==> src/hw/sfc_regs.vh <==
/*
  Register map, field positions, reset values and link timing of the
  serial-flash command and DMA controller.
  Assumes inclusion by bare name from the design files.
*/
`ifndef SFC_REGS_VH
`define SFC_REGS_VH

`define SFC_ADDR_TRANS_CTRL  32'h40012004
`define SFC_ADDR_READ_CTRL   32'h40012008
`define SFC_ADDR_CMD_LOW     32'h4001200C
`define SFC_ADDR_CMD_HIGH    32'h40012010
`define SFC_ADDR_DIRECTION   32'h40012014
`define SFC_ADDR_FLAGS       32'h40012018
`define SFC_ADDR_BUF_START   32'h4001201C
`define SFC_ADDR_OPTIONS     32'h40012020

`define SFC_RST_TRANS_CTRL   32'h00000004
`define SFC_RST_READ_CTRL    24'h000000
`define SFC_RST_CMD          32'h00000000
`define SFC_RST_DIRECTION    8'h0F
`define SFC_RST_BUF_START    32'h00000000
`define SFC_RST_OPTIONS      9'h103

`define SFC_GO_BIT           7
`define SFC_FLAG_DONE_BIT    0
`define SFC_FLAG_ERR_BIT     1
`define SFC_OPT_ENDIAN_BIT   0
`define SFC_OPT_CMD_LSB_BIT  1
`define SFC_OPT_RD_REV_BIT   2
`define SFC_OPT_STAT_REV_BIT 3
`define SFC_OPT_WR_LSB_BIT   8

`define SFC_SCK_HALF_CYCLES  4

`endif

==> src/hw/sfc_shift.v <==
/*
  One-byte serial shifter, clock mode 0: drives the serial clock and data
  out, samples the data in on each rising serial clock edge.
  Assumes miso_s is already synchronised to clk and HALF is at least 3, so
  that the synchroniser delay stays inside one half period.
*/
`timescale 1ns/100ps
module sfc_shift #(
  parameter HALF = 4
) (
  input  wire       clk,
  input  wire       reset,
  input  wire       start,
  input  wire [7:0] tx,
  input  wire       lsb_first,
  input  wire       miso_s,
  output reg        sck_q,
  output wire       mosi,
  output reg        done_q,
  output reg  [7:0] rx_q
);
  reg [7:0] cnt_q;
  reg [2:0] bit_q;
  reg       act_q;
  reg [7:0] tx_q;
  integer   i;
  reg [7:0] tx_rev;

  always @* begin
    tx_rev = 8'h00;
    for (i = 0; i < 8; i = i + 1) begin
      tx_rev[i] = tx[7 - i];
    end
  end

  // Always shifts out of bit 7; LSB-first is a reversal at load
  assign mosi = tx_q[7];

  always @(posedge clk or posedge reset) begin
    if (reset) begin
      cnt_q  <= 8'h00;
      bit_q  <= 3'h0;
      act_q  <= 1'b0;
      sck_q  <= 1'b0;
      tx_q   <= 8'h00;
      rx_q   <= 8'h00;
      done_q <= 1'b0;
    end else begin
      done_q <= 1'b0;
      if (start) begin
        act_q <= 1'b1;
        tx_q  <= lsb_first ? tx_rev : tx;
        cnt_q <= 8'h00;
        bit_q <= 3'h0;
        sck_q <= 1'b0;
      end else if (act_q) begin
        if (cnt_q == HALF - 1) begin
          cnt_q <= 8'h00;
          if (!sck_q) begin
            sck_q <= 1'b1;
            rx_q  <= {rx_q[6:0], miso_s};
          end else begin
            sck_q <= 1'b0;
            tx_q  <= {tx_q[6:0], 1'b0};
            bit_q <= bit_q + 3'h1;
            if (bit_q == 3'h7) begin
              act_q  <= 1'b0;
              done_q <= 1'b1;
            end
          end
        end else begin
          cnt_q <= cnt_q + 8'h01;
        end
      end
    end
  end
endmodule // sfc_shift

==> src/hw/sfc_top.v <==
/*
  Serial-flash controller core: command buffer with per-byte direction,
  done and bus-error flags, DMA between flash and an application buffer,
  bit-order and byte-order options.
  Assumes a single-cycle register port, a request/acknowledge word bus
  towards system memory and one serial flash on the four link pins.
*/
// Strobed register access is this design's own decision.
// Functional notes
// RQ1: low command word holds bytes one to four
// RQ2: high command word holds bytes five to eight
// RQ3: direction bit per byte, resets 0x0F
// RQ4: bus error response sets error flag bit1
// RQ5: transaction completion sets done flag bit0
// RQ6: flags clear on read or zero write
// RQ7: DMA uses buffer start address, reset zero
// RQ8: option bit8 selects write data bit order
// RQ9: software leaves debug option bits untouched
// RQ10: option bit3 reverses captured status bytes
// RQ11: option bit2 reverses read data bytes
// RQ12: option bit1 selects command byte bit order
// RQ13: option bit0 selects data byte order
// RQ14: options reset to 0x0103
// RQ15: go bit starts, clears at completion
// RQ16: command count clears at completion
// RQ17: write count clears at completion
// RQ18: read count clears at completion
// RQ19: commands, then data, then done flag
// RQ20: received command bytes captured into buffer
`timescale 1ns/100ps
`include "sfc_regs.vh"
module sfc_top #(
  parameter SCK_HALF = `SFC_SCK_HALF_CYCLES
) (
  input  wire        clk,
  input  wire        reset,
  input  wire [31:0] reg_addr,
  input  wire [31:0] reg_wdata,
  input  wire        reg_wr,
  input  wire        reg_rd,
  output reg  [31:0] reg_rdata,
  output reg         dma_req,
  output reg         dma_we,
  output reg  [31:0] dma_addr,
  output reg  [31:0] dma_wdata,
  input  wire [31:0] dma_rdata,
  input  wire        dma_ack,
  input  wire        dma_err,
  output wire        flash_sck,
  output reg         flash_csn,
  output wire        flash_mosi,
  input  wire        flash_miso,
  output wire        busy
);
  localparam S_IDLE   = 4'd0;
  localparam S_CMD    = 4'd1;
  localparam S_CWAIT  = 4'd2;
  localparam S_WFETCH = 4'd3;
  localparam S_WSEND  = 4'd4;
  localparam S_WWAIT  = 4'd5;
  localparam S_RSEND  = 4'd6;
  localparam S_RWAIT  = 4'd7;
  localparam S_RSTORE = 4'd8;
  localparam S_DONE   = 4'd9;
  // Reset fields of the transaction control word, taken from one constant
  localparam [31:0] RST_TRANS = `SFC_RST_TRANS_CTRL;

  reg  [63:0] cmd_q;
  reg  [7:0]  dir_q;
  reg  [31:0] start_q;
  reg  [8:0]  opt_q;
  reg         go_q;
  reg  [2:0]  cmd_n_q;
  reg  [23:0] wn_q;
  reg  [23:0] rn_q;
  reg         done_flag_q;
  reg         err_flag_q;
  reg  [3:0]  state_q;
  reg  [2:0]  cmd_idx_q;
  reg  [23:0] byte_idx_q;
  reg  [31:0] word_q;
  reg         sh_start_q;
  reg  [7:0]  sh_tx_q;
  reg         sh_lsb_q;
  reg         miso_meta_q;
  reg         miso_s_q;
  reg  [31:0] rd_mux;

  wire        sh_done;
  wire [7:0]  sh_rx;
  wire        flag_rd = reg_rd && (reg_addr == `SFC_ADDR_FLAGS);
  wire        flag_wr = reg_wr && (reg_addr == `SFC_ADDR_FLAGS);
  wire        idle    = (state_q == S_IDLE);
  wire [23:0] idx_nx  = byte_idx_q + 24'h000001;
  wire        cmd_tx  = dir_q[cmd_idx_q];
  wire [5:0]  cmd_sel = {cmd_idx_q, 3'b000};
  // Little-endian sends bits 7:0 of each word first
  wire [1:0]  lane    = opt_q[`SFC_OPT_ENDIAN_BIT] ? byte_idx_q[1:0] : ~byte_idx_q[1:0]; // RQ13
  wire [4:0]  lane_sel = {lane, 3'b000};
  // Low start-address bits are added as they are: keep the buffer word aligned
  wire [31:0] word_addr = start_q + {8'h00, byte_idx_q[23:2], 2'b00}; // RQ7
  wire        err_set = dma_req && dma_ack && dma_err;
  wire        done_set = (state_q == S_DONE);

  function [7:0] rev8;
    input [7:0] b;
    integer k;
    begin
      rev8 = 8'h00;
      for (k = 0; k < 8; k = k + 1) begin
        rev8[k] = b[7 - k];
      end
    end
  endfunction

  // Busy drops in the same cycle that the done flag rises
  assign busy = !idle;

  sfc_shift #(
    .HALF (SCK_HALF)
  ) u_shift (
    .clk       (clk),
    .reset     (reset),
    .start     (sh_start_q),
    .tx        (sh_tx_q),
    .lsb_first (sh_lsb_q),
    .miso_s    (miso_s_q),
    .sck_q     (flash_sck),
    .mosi      (flash_mosi),
    .done_q    (sh_done),
    .rx_q      (sh_rx)
  );

  always @(posedge clk or posedge reset) begin
    if (reset) begin
      miso_meta_q <= 1'b0;
      miso_s_q    <= 1'b0;
    end else begin
      miso_meta_q <= flash_miso;
      miso_s_q    <= miso_meta_q;
    end
  end

  always @* begin
    rd_mux = 32'h00000000;
    case (reg_addr)
      `SFC_ADDR_TRANS_CTRL: rd_mux = {wn_q, go_q, 4'h0, cmd_n_q};
      `SFC_ADDR_READ_CTRL:  rd_mux = {8'h00, rn_q};
      `SFC_ADDR_CMD_LOW:    rd_mux = cmd_q[31:0];
      `SFC_ADDR_CMD_HIGH:   rd_mux = cmd_q[63:32];
      `SFC_ADDR_DIRECTION:  rd_mux = {24'h000000, dir_q};
      `SFC_ADDR_FLAGS:      rd_mux = {30'h00000000, err_flag_q, done_flag_q};
      `SFC_ADDR_BUF_START:  rd_mux = start_q;
      `SFC_ADDR_OPTIONS:    rd_mux = {23'h000000, opt_q};
      default:              rd_mux = 32'h00000000;
    endcase
  end

  // Flags are sticky; a hardware set wins over a clear in the same cycle
  always @(posedge clk or posedge reset) begin
    if (reset) begin
      done_flag_q <= 1'b0;
      err_flag_q  <= 1'b0;
    end else begin
      if (done_set) begin
        done_flag_q <= 1'b1; // RQ5
      end else if (flag_rd || (flag_wr && !reg_wdata[`SFC_FLAG_DONE_BIT])) begin
        done_flag_q <= 1'b0; // RQ6
      end
      if (err_set) begin
        err_flag_q <= 1'b1; // RQ4
      end else if (flag_rd || (flag_wr && !reg_wdata[`SFC_FLAG_ERR_BIT])) begin
        err_flag_q <= 1'b0; // RQ6
      end
    end
  end

  always @(posedge clk or posedge reset) begin
    if (reset) begin
      reg_rdata   <= 32'h00000000;
      cmd_q       <= {`SFC_RST_CMD, `SFC_RST_CMD};
      dir_q       <= `SFC_RST_DIRECTION; // RQ3
      start_q     <= `SFC_RST_BUF_START;
      opt_q       <= `SFC_RST_OPTIONS; // RQ14
      go_q        <= RST_TRANS[`SFC_GO_BIT];
      cmd_n_q     <= RST_TRANS[2:0];
      wn_q        <= RST_TRANS[31:8];
      rn_q        <= `SFC_RST_READ_CTRL;
      state_q     <= S_IDLE;
      cmd_idx_q   <= 3'h0;
      byte_idx_q  <= 24'h000000;
      word_q      <= 32'h00000000;
      sh_start_q  <= 1'b0;
      sh_tx_q     <= 8'h00;
      sh_lsb_q    <= 1'b0;
      flash_csn   <= 1'b1;
      dma_req     <= 1'b0;
      dma_we      <= 1'b0;
      dma_addr    <= 32'h00000000;
      dma_wdata   <= 32'h00000000;
    end else begin
      // Read data stand for one cycle only and are zero otherwise
      reg_rdata  <= reg_rd ? rd_mux : 32'h00000000;
      sh_start_q <= 1'b0;
      // Counts and buffers ignore register writes while a transaction runs
      if (reg_wr && idle) begin
        case (reg_addr)
          `SFC_ADDR_TRANS_CTRL: begin
            wn_q    <= reg_wdata[31:8];
            go_q    <= reg_wdata[`SFC_GO_BIT]; // RQ15
            cmd_n_q <= reg_wdata[2:0];
          end
          `SFC_ADDR_READ_CTRL: rn_q <= reg_wdata[23:0];
          `SFC_ADDR_CMD_LOW:   cmd_q[31:0] <= reg_wdata; // RQ1
          `SFC_ADDR_CMD_HIGH:  cmd_q[63:32] <= reg_wdata; // RQ2
          `SFC_ADDR_DIRECTION: dir_q <= reg_wdata[7:0];
          `SFC_ADDR_BUF_START: start_q <= reg_wdata;
          // Bits 7:4 are kept as written and steer nothing
          `SFC_ADDR_OPTIONS:   opt_q <= reg_wdata[8:0]; // RQ9
          default: ;
        endcase
      end
      case (state_q)
        S_IDLE: begin
          if (go_q) begin
            flash_csn  <= 1'b0;
            cmd_idx_q  <= 3'h0;
            byte_idx_q <= 24'h000000;
            word_q     <= 32'h00000000;
            if (cmd_n_q != 3'h0) begin
              state_q <= S_CMD; // RQ19
            end else if (wn_q != 24'h000000) begin
              state_q <= S_WFETCH;
            end else if (rn_q != 24'h000000) begin
              state_q <= S_RSEND;
            end else begin
              state_q <= S_DONE;
            end
          end
        end
        S_CMD: begin
          // A received byte clocks out zeros while listening
          sh_tx_q    <= cmd_tx ? cmd_q[cmd_sel +: 8] : 8'h00;
          sh_lsb_q   <= opt_q[`SFC_OPT_CMD_LSB_BIT]; // RQ12
          sh_start_q <= 1'b1;
          state_q    <= S_CWAIT;
        end
        S_CWAIT: begin
          if (sh_done) begin
            if (!cmd_tx) begin
              cmd_q[cmd_sel +: 8] <= opt_q[`SFC_OPT_STAT_REV_BIT] ? rev8(sh_rx) : sh_rx; // RQ20 RQ10
            end
            cmd_idx_q <= cmd_idx_q + 3'h1;
            if (cmd_idx_q + 3'h1 != cmd_n_q) begin
              state_q <= S_CMD; // RQ19
            end else if (wn_q != 24'h000000) begin
              state_q <= S_WFETCH;
            end else if (rn_q != 24'h000000) begin
              state_q <= S_RSEND;
            end else begin
              state_q <= S_DONE;
            end
          end
        end
        S_WFETCH: begin
          // The request holds until the slave acknowledges it
          if (dma_req && dma_ack) begin
            dma_req <= 1'b0;
            word_q  <= dma_rdata;
            state_q <= S_WSEND;
          end else begin
            dma_req  <= 1'b1;
            dma_we   <= 1'b0;
            dma_addr <= word_addr; // RQ7
          end
        end
        S_WSEND: begin
          sh_tx_q    <= word_q[lane_sel +: 8]; // RQ13
          sh_lsb_q   <= opt_q[`SFC_OPT_WR_LSB_BIT]; // RQ8
          sh_start_q <= 1'b1;
          state_q    <= S_WWAIT;
        end
        S_WWAIT: begin
          if (sh_done) begin
            byte_idx_q <= idx_nx;
            if (idx_nx == wn_q) begin
              byte_idx_q <= 24'h000000;
              word_q     <= 32'h00000000;
              state_q    <= (rn_q != 24'h000000) ? S_RSEND : S_DONE; // RQ19
            end else if (byte_idx_q[1:0] == 2'b11) begin
              state_q <= S_WFETCH;
            end else begin
              state_q <= S_WSEND;
            end
          end
        end
        S_RSEND: begin
          // Read bytes clock out zeros while listening
          sh_tx_q    <= 8'h00;
          sh_lsb_q   <= 1'b0;
          sh_start_q <= 1'b1;
          state_q    <= S_RWAIT;
        end
        S_RWAIT: begin
          if (sh_done) begin
            word_q[lane_sel +: 8] <= opt_q[`SFC_OPT_RD_REV_BIT] ? rev8(sh_rx) : sh_rx; // RQ11 RQ13
            if ((idx_nx == rn_q) || (byte_idx_q[1:0] == 2'b11)) begin
              state_q <= S_RSTORE;
            end else begin
              byte_idx_q <= idx_nx;
              state_q    <= S_RSEND;
            end
          end
        end
        S_RSTORE: begin
          // A short last word goes out with its unused lanes at zero
          if (dma_req && dma_ack) begin
            dma_req    <= 1'b0;
            dma_we     <= 1'b0;
            word_q     <= 32'h00000000;
            byte_idx_q <= idx_nx;
            state_q    <= (idx_nx == rn_q) ? S_DONE : S_RSEND;
          end else begin
            dma_req   <= 1'b1;
            dma_we    <= 1'b1;
            dma_addr  <= word_addr; // RQ7
            dma_wdata <= word_q;
          end
        end
        S_DONE: begin
          // Counts clear so that a stray go cannot replay the last job
          flash_csn <= 1'b1;
          go_q      <= 1'b0; // RQ15
          cmd_n_q   <= 3'h0; // RQ16
          wn_q      <= 24'h000000; // RQ17
          rn_q      <= 24'h000000; // RQ18
          state_q   <= S_IDLE;
        end
        default: state_q <= S_IDLE;
      endcase
    end
  end
endmodule // sfc_top

==> config.mk <==
export PLATFORM = sky130hd
export DESIGN_NAME = sfc_top
export DESIGN_NICKNAME = d
export VERILOG_FILES = /design/src/hw/sfc_shift.v /design/src/hw/sfc_top.v
export VERILOG_INCLUDE_DIRS = /design/src /design/src/hw
export SDC_FILE = /design/constraint.sdc
export NUM_CORES = 1
export LEC_CHECK = 0
export BUFFER_PORTS_ARGS = -buffer_cell sky130_fd_sc_hd__buf_2
export CAP_MARGIN = 20
export CELL_PAD_IN_SITES_DETAIL_PLACEMENT = 0
export CELL_PAD_IN_SITES_GLOBAL_PLACEMENT = 2
export CORE_AREA = 2 2 233 235
export DETAILED_ROUTE_END_ITERATION = 10
export DIE_AREA = 0 0 235 237
export PLACE_DENSITY_LB_ADDON = 0.1
export REMOVE_ABC_BUFFERS = 1
export SETUP_SLACK_MARGIN = 0.05
export SLEW_MARGIN = 20
export SYNTH_ARGS = -nofsm -noshare
export SYNTH_HDL_FRONTEND = slang
export SYNTH_SLANG_ARGS = --single-unit
==> constraint.sdc <==
create_clock -name clk -period 34 [get_ports clk]
set_input_delay 1.7 -clock clk [delete_from_list [all_inputs] [get_ports clk]]
set_output_delay 1.7 -clock clk [all_outputs]
set_load 0.02 [all_outputs]
-- Word-level counts from Yosys, hierarchy flattened
Cells that the tools add are included.
- register bits: 371
- logic and storage cells: 229
- input bits: 103
- output and inout port bits: 102
- muxes and demuxes: 98
- eq/ne operators: 32
- reductions and logical operators: 49
- order comparisons: 1
- $add $sub $neg: 7
- bitwise logic cells: 4
- shift operators: 6
- operators with widths (kind ; number):
    two-way mux 24 bit ; 12
    two-way mux 32 bit ; 9
    equality test 32 x 31 -> 1 bit, second input constant ; 8
    two-way mux 64 bit ; 4
    case mux 32 bit (8 select lines) ; 1
    case mux 32 bit (5 select lines) ; 1
    case mux 24 bit (4 select lines) ; 1
    two-way mux 8 bit ; 11
    bitwise mux 64 bit ; 1
    variable shift 8 x 8 -> 64 bit, first input constant ; 1
    indexed part select 64 x 7 -> 8 bit ; 1
    indexed part select 8 x 8 -> 64 bit ; 1
    two-way mux 4 bit ; 13
    equality test 24 bit ; 2
    nonzero test 24 bit ; 2
    case mux 4 bit (9 select lines) ; 1
    adder 32 x 24 -> 32 bit ; 1
    bitwise mux 32 bit ; 1
    variable shift 8 x 7 -> 32 bit, first input constant ; 1
    indexed part select 32 x 6 -> 8 bit ; 1
    indexed part select 8 x 7 -> 32 bit ; 1
    two-way mux 3 bit ; 10
    two-way mux 1 bit ; 26
    adder 24 x 1 -> 24 bit, second input constant ; 1
    other kinds (38) ; 86

-- Logic depth before layout (Yosys ltp)
- depth after elaboration: 7
- mapped depth: 14
- depth with buffers taken out: 12

-- By module
Synthesis repeated with hierarchy kept, for this count alone.
- cells, all modules: 2174
- area, all modules: 21217.8 µm²
- modules (own cells, without submodules) (module ; cells each ; times used ; area each (µm²) ; sequential area each (µm²)):
    sfc_top ; 2034 ; 1 ; 19683.9 ; 8544.4
    sfc_shift ; 140 ; 1 ; 1534.0 ; 750.7

-- Worst setup path before layout
No wires, ideal clock.
- path kind: in2reg
- from: input port reg_addr[11]
- to: register cmd_q[48]
- stages: 8
- setup time: 0.140 ns
- data required time: 33.860 ns
- path buffers: 1
- setup slack: 29.604 ns
- arrival time: 4.256 ns
- cells stage by stage: or4b_1 -> nor4_1 -> nand2b_1 -> nor4_1 -> clkbuf_1 -> mux2_2 -> nand2_1 -> o21ai_0
- longest elaborated chain between the ends: 7
- RTL lines (item ; line ; source):
    start: declaration ; sfc_top.v:37 ; input wire [31:0] reg_addr,
    equality test 32 x 31 -> 1 bit (*) ; sfc_top.v:207 ; case (reg_addr)
    two-way mux 32 bit (*) ; sfc_top.v:207 ;
    two-way mux 64 bit (*) ; sfc_top.v:206 ; if (reg_wr && idle) begin
    bitwise mux 64 bit ; sfc_top.v:251 ; cmd_q[cmd_sel +: 8] <= opt_q[`SFC_OPT_STAT_REV_BIT] ? rev8(sh_rx) : sh_rx;
    two-way mux 64 bit ; sfc_top.v:250 ; if (!cmd_tx) begin
    two-way mux 64 bit ; sfc_top.v:249 ; if (sh_done) begin
    two-way mux 64 bit (*) ; sfc_top.v:223 ; case (state_q)
    end signal: assignment ; sfc_top.v:181 ; cmd_q <= {`SFC_RST_CMD, `SFC_RST_CMD};
    end signal: assignment ; sfc_top.v:215 ; `SFC_ADDR_CMD_HIGH: cmd_q[63:32] <= reg_wdata;
    end signal: indexed assignment ; sfc_top.v:251 ;
    end: declaration ; sfc_top.v:68 ; reg [63:0] cmd_q;
Every way passes the cells marked *; elsewhere a longest branch is shown, timed or not.
A chain may end at the register's enable or synchronous reset.

-- Worst setup path in the final report
- from: register byte_idx_q[0]
- to: register byte_idx_q[12]
- longest elaborated chain between the ends: 5
- elaborated cells on any way between the ends: 13
- those cells by class: add/sub: 1; eq/ne: 4; mux: 6; reduce/logical: 2
- RTL lines (item ; line ; source):
    start: declaration ; sfc_top.v:80 ; reg [23:0] byte_idx_q;
    start signal: assignment ; sfc_top.v:285 ; byte_idx_q <= idx_nx;
    start signal: assignment ; sfc_top.v:310 ; byte_idx_q <= idx_nx;
    start signal: assignment ; sfc_top.v:321 ; byte_idx_q <= idx_nx;
    adder 24 x 1 -> 24 bit ; sfc_top.v:94 ; wire [23:0] idx_nx = byte_idx_q + 24'h000001;
    equality test 24 bit, on equally long branches ; sfc_top.v:286, sfc_top.v:307 ;
    two-way mux 24 bit / logical OR 1 bit (equally long branches) ; sfc_top.v:286, sfc_top.v:307 ;
    two-way mux 24 bit / != test 2 bit (equally long branches) ; n/a ;
    case mux 24 bit (4 select lines) / AND reduction 6 bit (equally long branches) ; n/a ;
Several ways; a longest one is shown, not always the timed one. The select of a mux whose other input is x is not followed.

==> results.yml <==
clock_network:
  clock_path_buffers: 3
  cts_made_buffers: 45
  post_cts_buffers: 0
  root_buffer: "clkbuf_16"
  cts_tree: "yes"
  clock_sinks: 371
  cts-hold-fix-buffers: 0
  cts_resized: 0
  htreeDepth: 2
  insertion_delay_ps: 610
  clk_pin_slew_ps: 60
sta:
  finalCriticalPeriod_ps: 4900
  grt_setup_unrepaired: "false"
  setup_viol: 0
  drv_slew: 0
  min_period_over_period: 0.144
  hold_violations: 0
  worst_pin_slew_ps: 1070
  fin_skew_ps: 23.2
  fin_tns_setup_ps: 0
  fmax_ghz: 0.204
  maxSlewHeadroom: 0.283
floorplanning:
  fp-row-count: 85
  die_x_um: 235
  core_um2: 53300
  die-area_um2: 55700
  fp.dieH_um: 237
  io_pins: 205
  start_util: 0.394
power_and_ir_drop:
  ir_worst_vdd_mv: 0.0412
  seq_power_share: 0.458
  p_total_mw: 1.08
  cellLeakagePower_nw: 10.9
  swShare: 0.276
  power.share.combinational: 0.105
  power.switching_uw: 298
  pwr-share-clk: 0.437
  powerDensity_nw_per_um2: 45.0
  internal_power_uw: 784
route:
  via_per_inst: 5.88
  dr.first_iter.drc_count: 1681
  dr_total_vias: 18000
  routed_wl_mm: 78.3
  drc: 0
  wire_per_inst_um: 25.7
  drt_pass1_iterations: 8
  ant_nets: 0
grt:
  grt_overflow: 0
  gr-usage-all-layers: 0.277
  grt_pass1_wl_mm: 116
  grt_max_degree: 124
  antenna_found_initial: 1
  grt_pass1_vias: 17500
yosys:
  synth-seq-cells: 371
  yosysWarnings: 0
  synth_cell_types: 83
  ys.flop_type: "dfrtp_1"
  syn_inst: 2178
  synth.avg_cell_area_um2: 9.64
  syn-cell-area_um2: 21000
  synthArstFlopShare: 1.00
  synth_edf_count: 0
  seq_area_frac_synth: 0.443
placed_design:
  io_buffers: 204
  globalplace.congestion: 0.893
  dp_hpwl_mm: 55.7
critical_path:
  critPathArrivalTime_ps: 5370
  crit_fanout: 27
  end_kind: "flip-flop"
  cp_data_required_time_ps: 34480
  reg2reg_slack_ps: 29100
  start_kind: "flip-flop"
  worst-setup-path-type: "flip-flop to flip-flop"
worst_hold_path:
  worstHoldPathType: "flip-flop to flip-flop"
final_layout:
  nFillCells: 5191
  final_common_cell: "dfrtp_1"
  num-nets-final: 2461
  final_cell_mix: "dfrtp_1, nand2_1, buf_2"
  area_growth_syn_to_layout_pct: 14.7
  drive_above_1_share: 0.214
job:
  cap_violations: 0
status:
  outcome: "complete, no violations"
[kinds of logic (layout without fill, tap and decap cells)]
family | after synthesis | count (layout) | synth area share
fa+ha+maj | 35 | 35 | 0.0212
other cells | 0 | 1 | 0
mux | 211 | 211 | 0.123
buf+inv | 210 | 386 | 0.0409
simple gates | 684 | 684 | 0.155
compound gates | 585 | 585 | 0.180
flops | 371 | 371 | 0.443
xor+xnor | 82 | 82 | 0.0362
[final timing paths]
check	to	startpoint	depth (start not counted)
worst min-delay path	miso_s_q	miso_meta_q	0
min in group asynchronous	dma_addr[6]	reset	2
worst min register to register	miso_s_q	miso_meta_q	0
worst max-delay path	byte_idx_q[12]	byte_idx_q[0]	12
worst max register to register	byte_idx_q[12]	byte_idx_q[0]	12
max in group asynchronous	rn_q[16]	reset	4
[metrics by stage]
stage	cells	utilization	cell area [um2]	hold WS, ps	worst slack (ps)
finish	3051	0.452	24100	345	29100
global route	3050	0.452	24100	362	28940
CTS	3050	0.452	24100	348	29150
detailed placement	2972	0.425	22700	336	28780
global placement	2972	0.425	22700	335	28830
floorplan	2035	-	20400	331	22010
[layer usage]
| metal | vias up | global-route usage | part of all wire |
|---|---|---|---|
| met5 | - | 0 | 0 |
| met4 | 0 | 0.0884 | 0.030 |
| met3 | 103 | 0.0438 | 0.056 |
| met2 | 547 | 0.439 | 0.47 |
| met1 | 9036 | 0.388 | 0.45 |
| li1 | 8269 | - | - |
[cells in the mapped netlist (all sizes together) (20+ instances only)]
cell,count,share of area
mux2i,63,0.030
xnor2,45,0.019
o22ai,34,0.010
a21oi,131,0.031
nor3,28,0.0072
o21ai,156,0.037
mux4,26,0.028
xor2,34,0.014
and3,21,0.0063
a22oi,96,0.034
nor2,103,0.019
nand3,53,0.013
nand2,334,0.060
clkbuf,106,0.019
buf,37,0.010
inv,67,0.012
ha,34,0.020
nor4,33,0.012
mux2,122,0.065
dfrtp,362,0.43
a31oi,20,0.0060
[power groups by stage]
stage / combinational [mW] / clock, mW / sequential (mW)
global placement: 0.115 / 0 / 0.502
global route: 0.125 / 0.502 / 0.500
detailed placement: 0.115 / 0 / 0.504
floorplan: 0.0450 / 0 / 0.522
finish: 0.114 / 0.473 / 0.496
CTS: 0.116 / 0.484 / 0.496
[critical path, stage by stage, from the launching register on]
cell	delay, ps
dfrtp_1	620
ha_1	480
nand3_1	340
nor4b_1	380
buf_4	210
nand3_1	160
xnor3_1	280
a2111oi_0	750
nand4_1	300
nand2_1	130
buf_4	320
and3b_1	460
a22o_1	330
[flip-flops by register name, summed over array words and instances (netlist names), 3 cells and up]
name	flops
state_q	4
dma_wdata	32
rn_q	24
u_shift.cnt_q	8
sh_tx_q	8
cmd_idx_q	3
dir_q	8
cmd_q	64
byte_idx_q	24
start_q	32
reg_rdata	32
cmd_n_q	3
u_shift.rx_q	8
wn_q	24
word_q	32
dma_addr	32
opt_q	9
u_shift.tx_q	8
u_shift.bit_q	3
[final cells by class]
type | instances | area [um2] | area share
inverters | 67 | 259 | 0.0108
repair buffers | 241 | 1300 | 0.0541
flip-flops and latches | 371 | 9300 | 0.386
diodes | 1 | 2.50 | 0.000104
multi-input cells | 1597 | 10900 | 0.454
well taps | 696 | 871 | 0.0362
clock buffers | 69 | 1310 | 0.0543
clock inverters | 9 | 100 | 0.00416
Power figures use the tool's default switching activity.
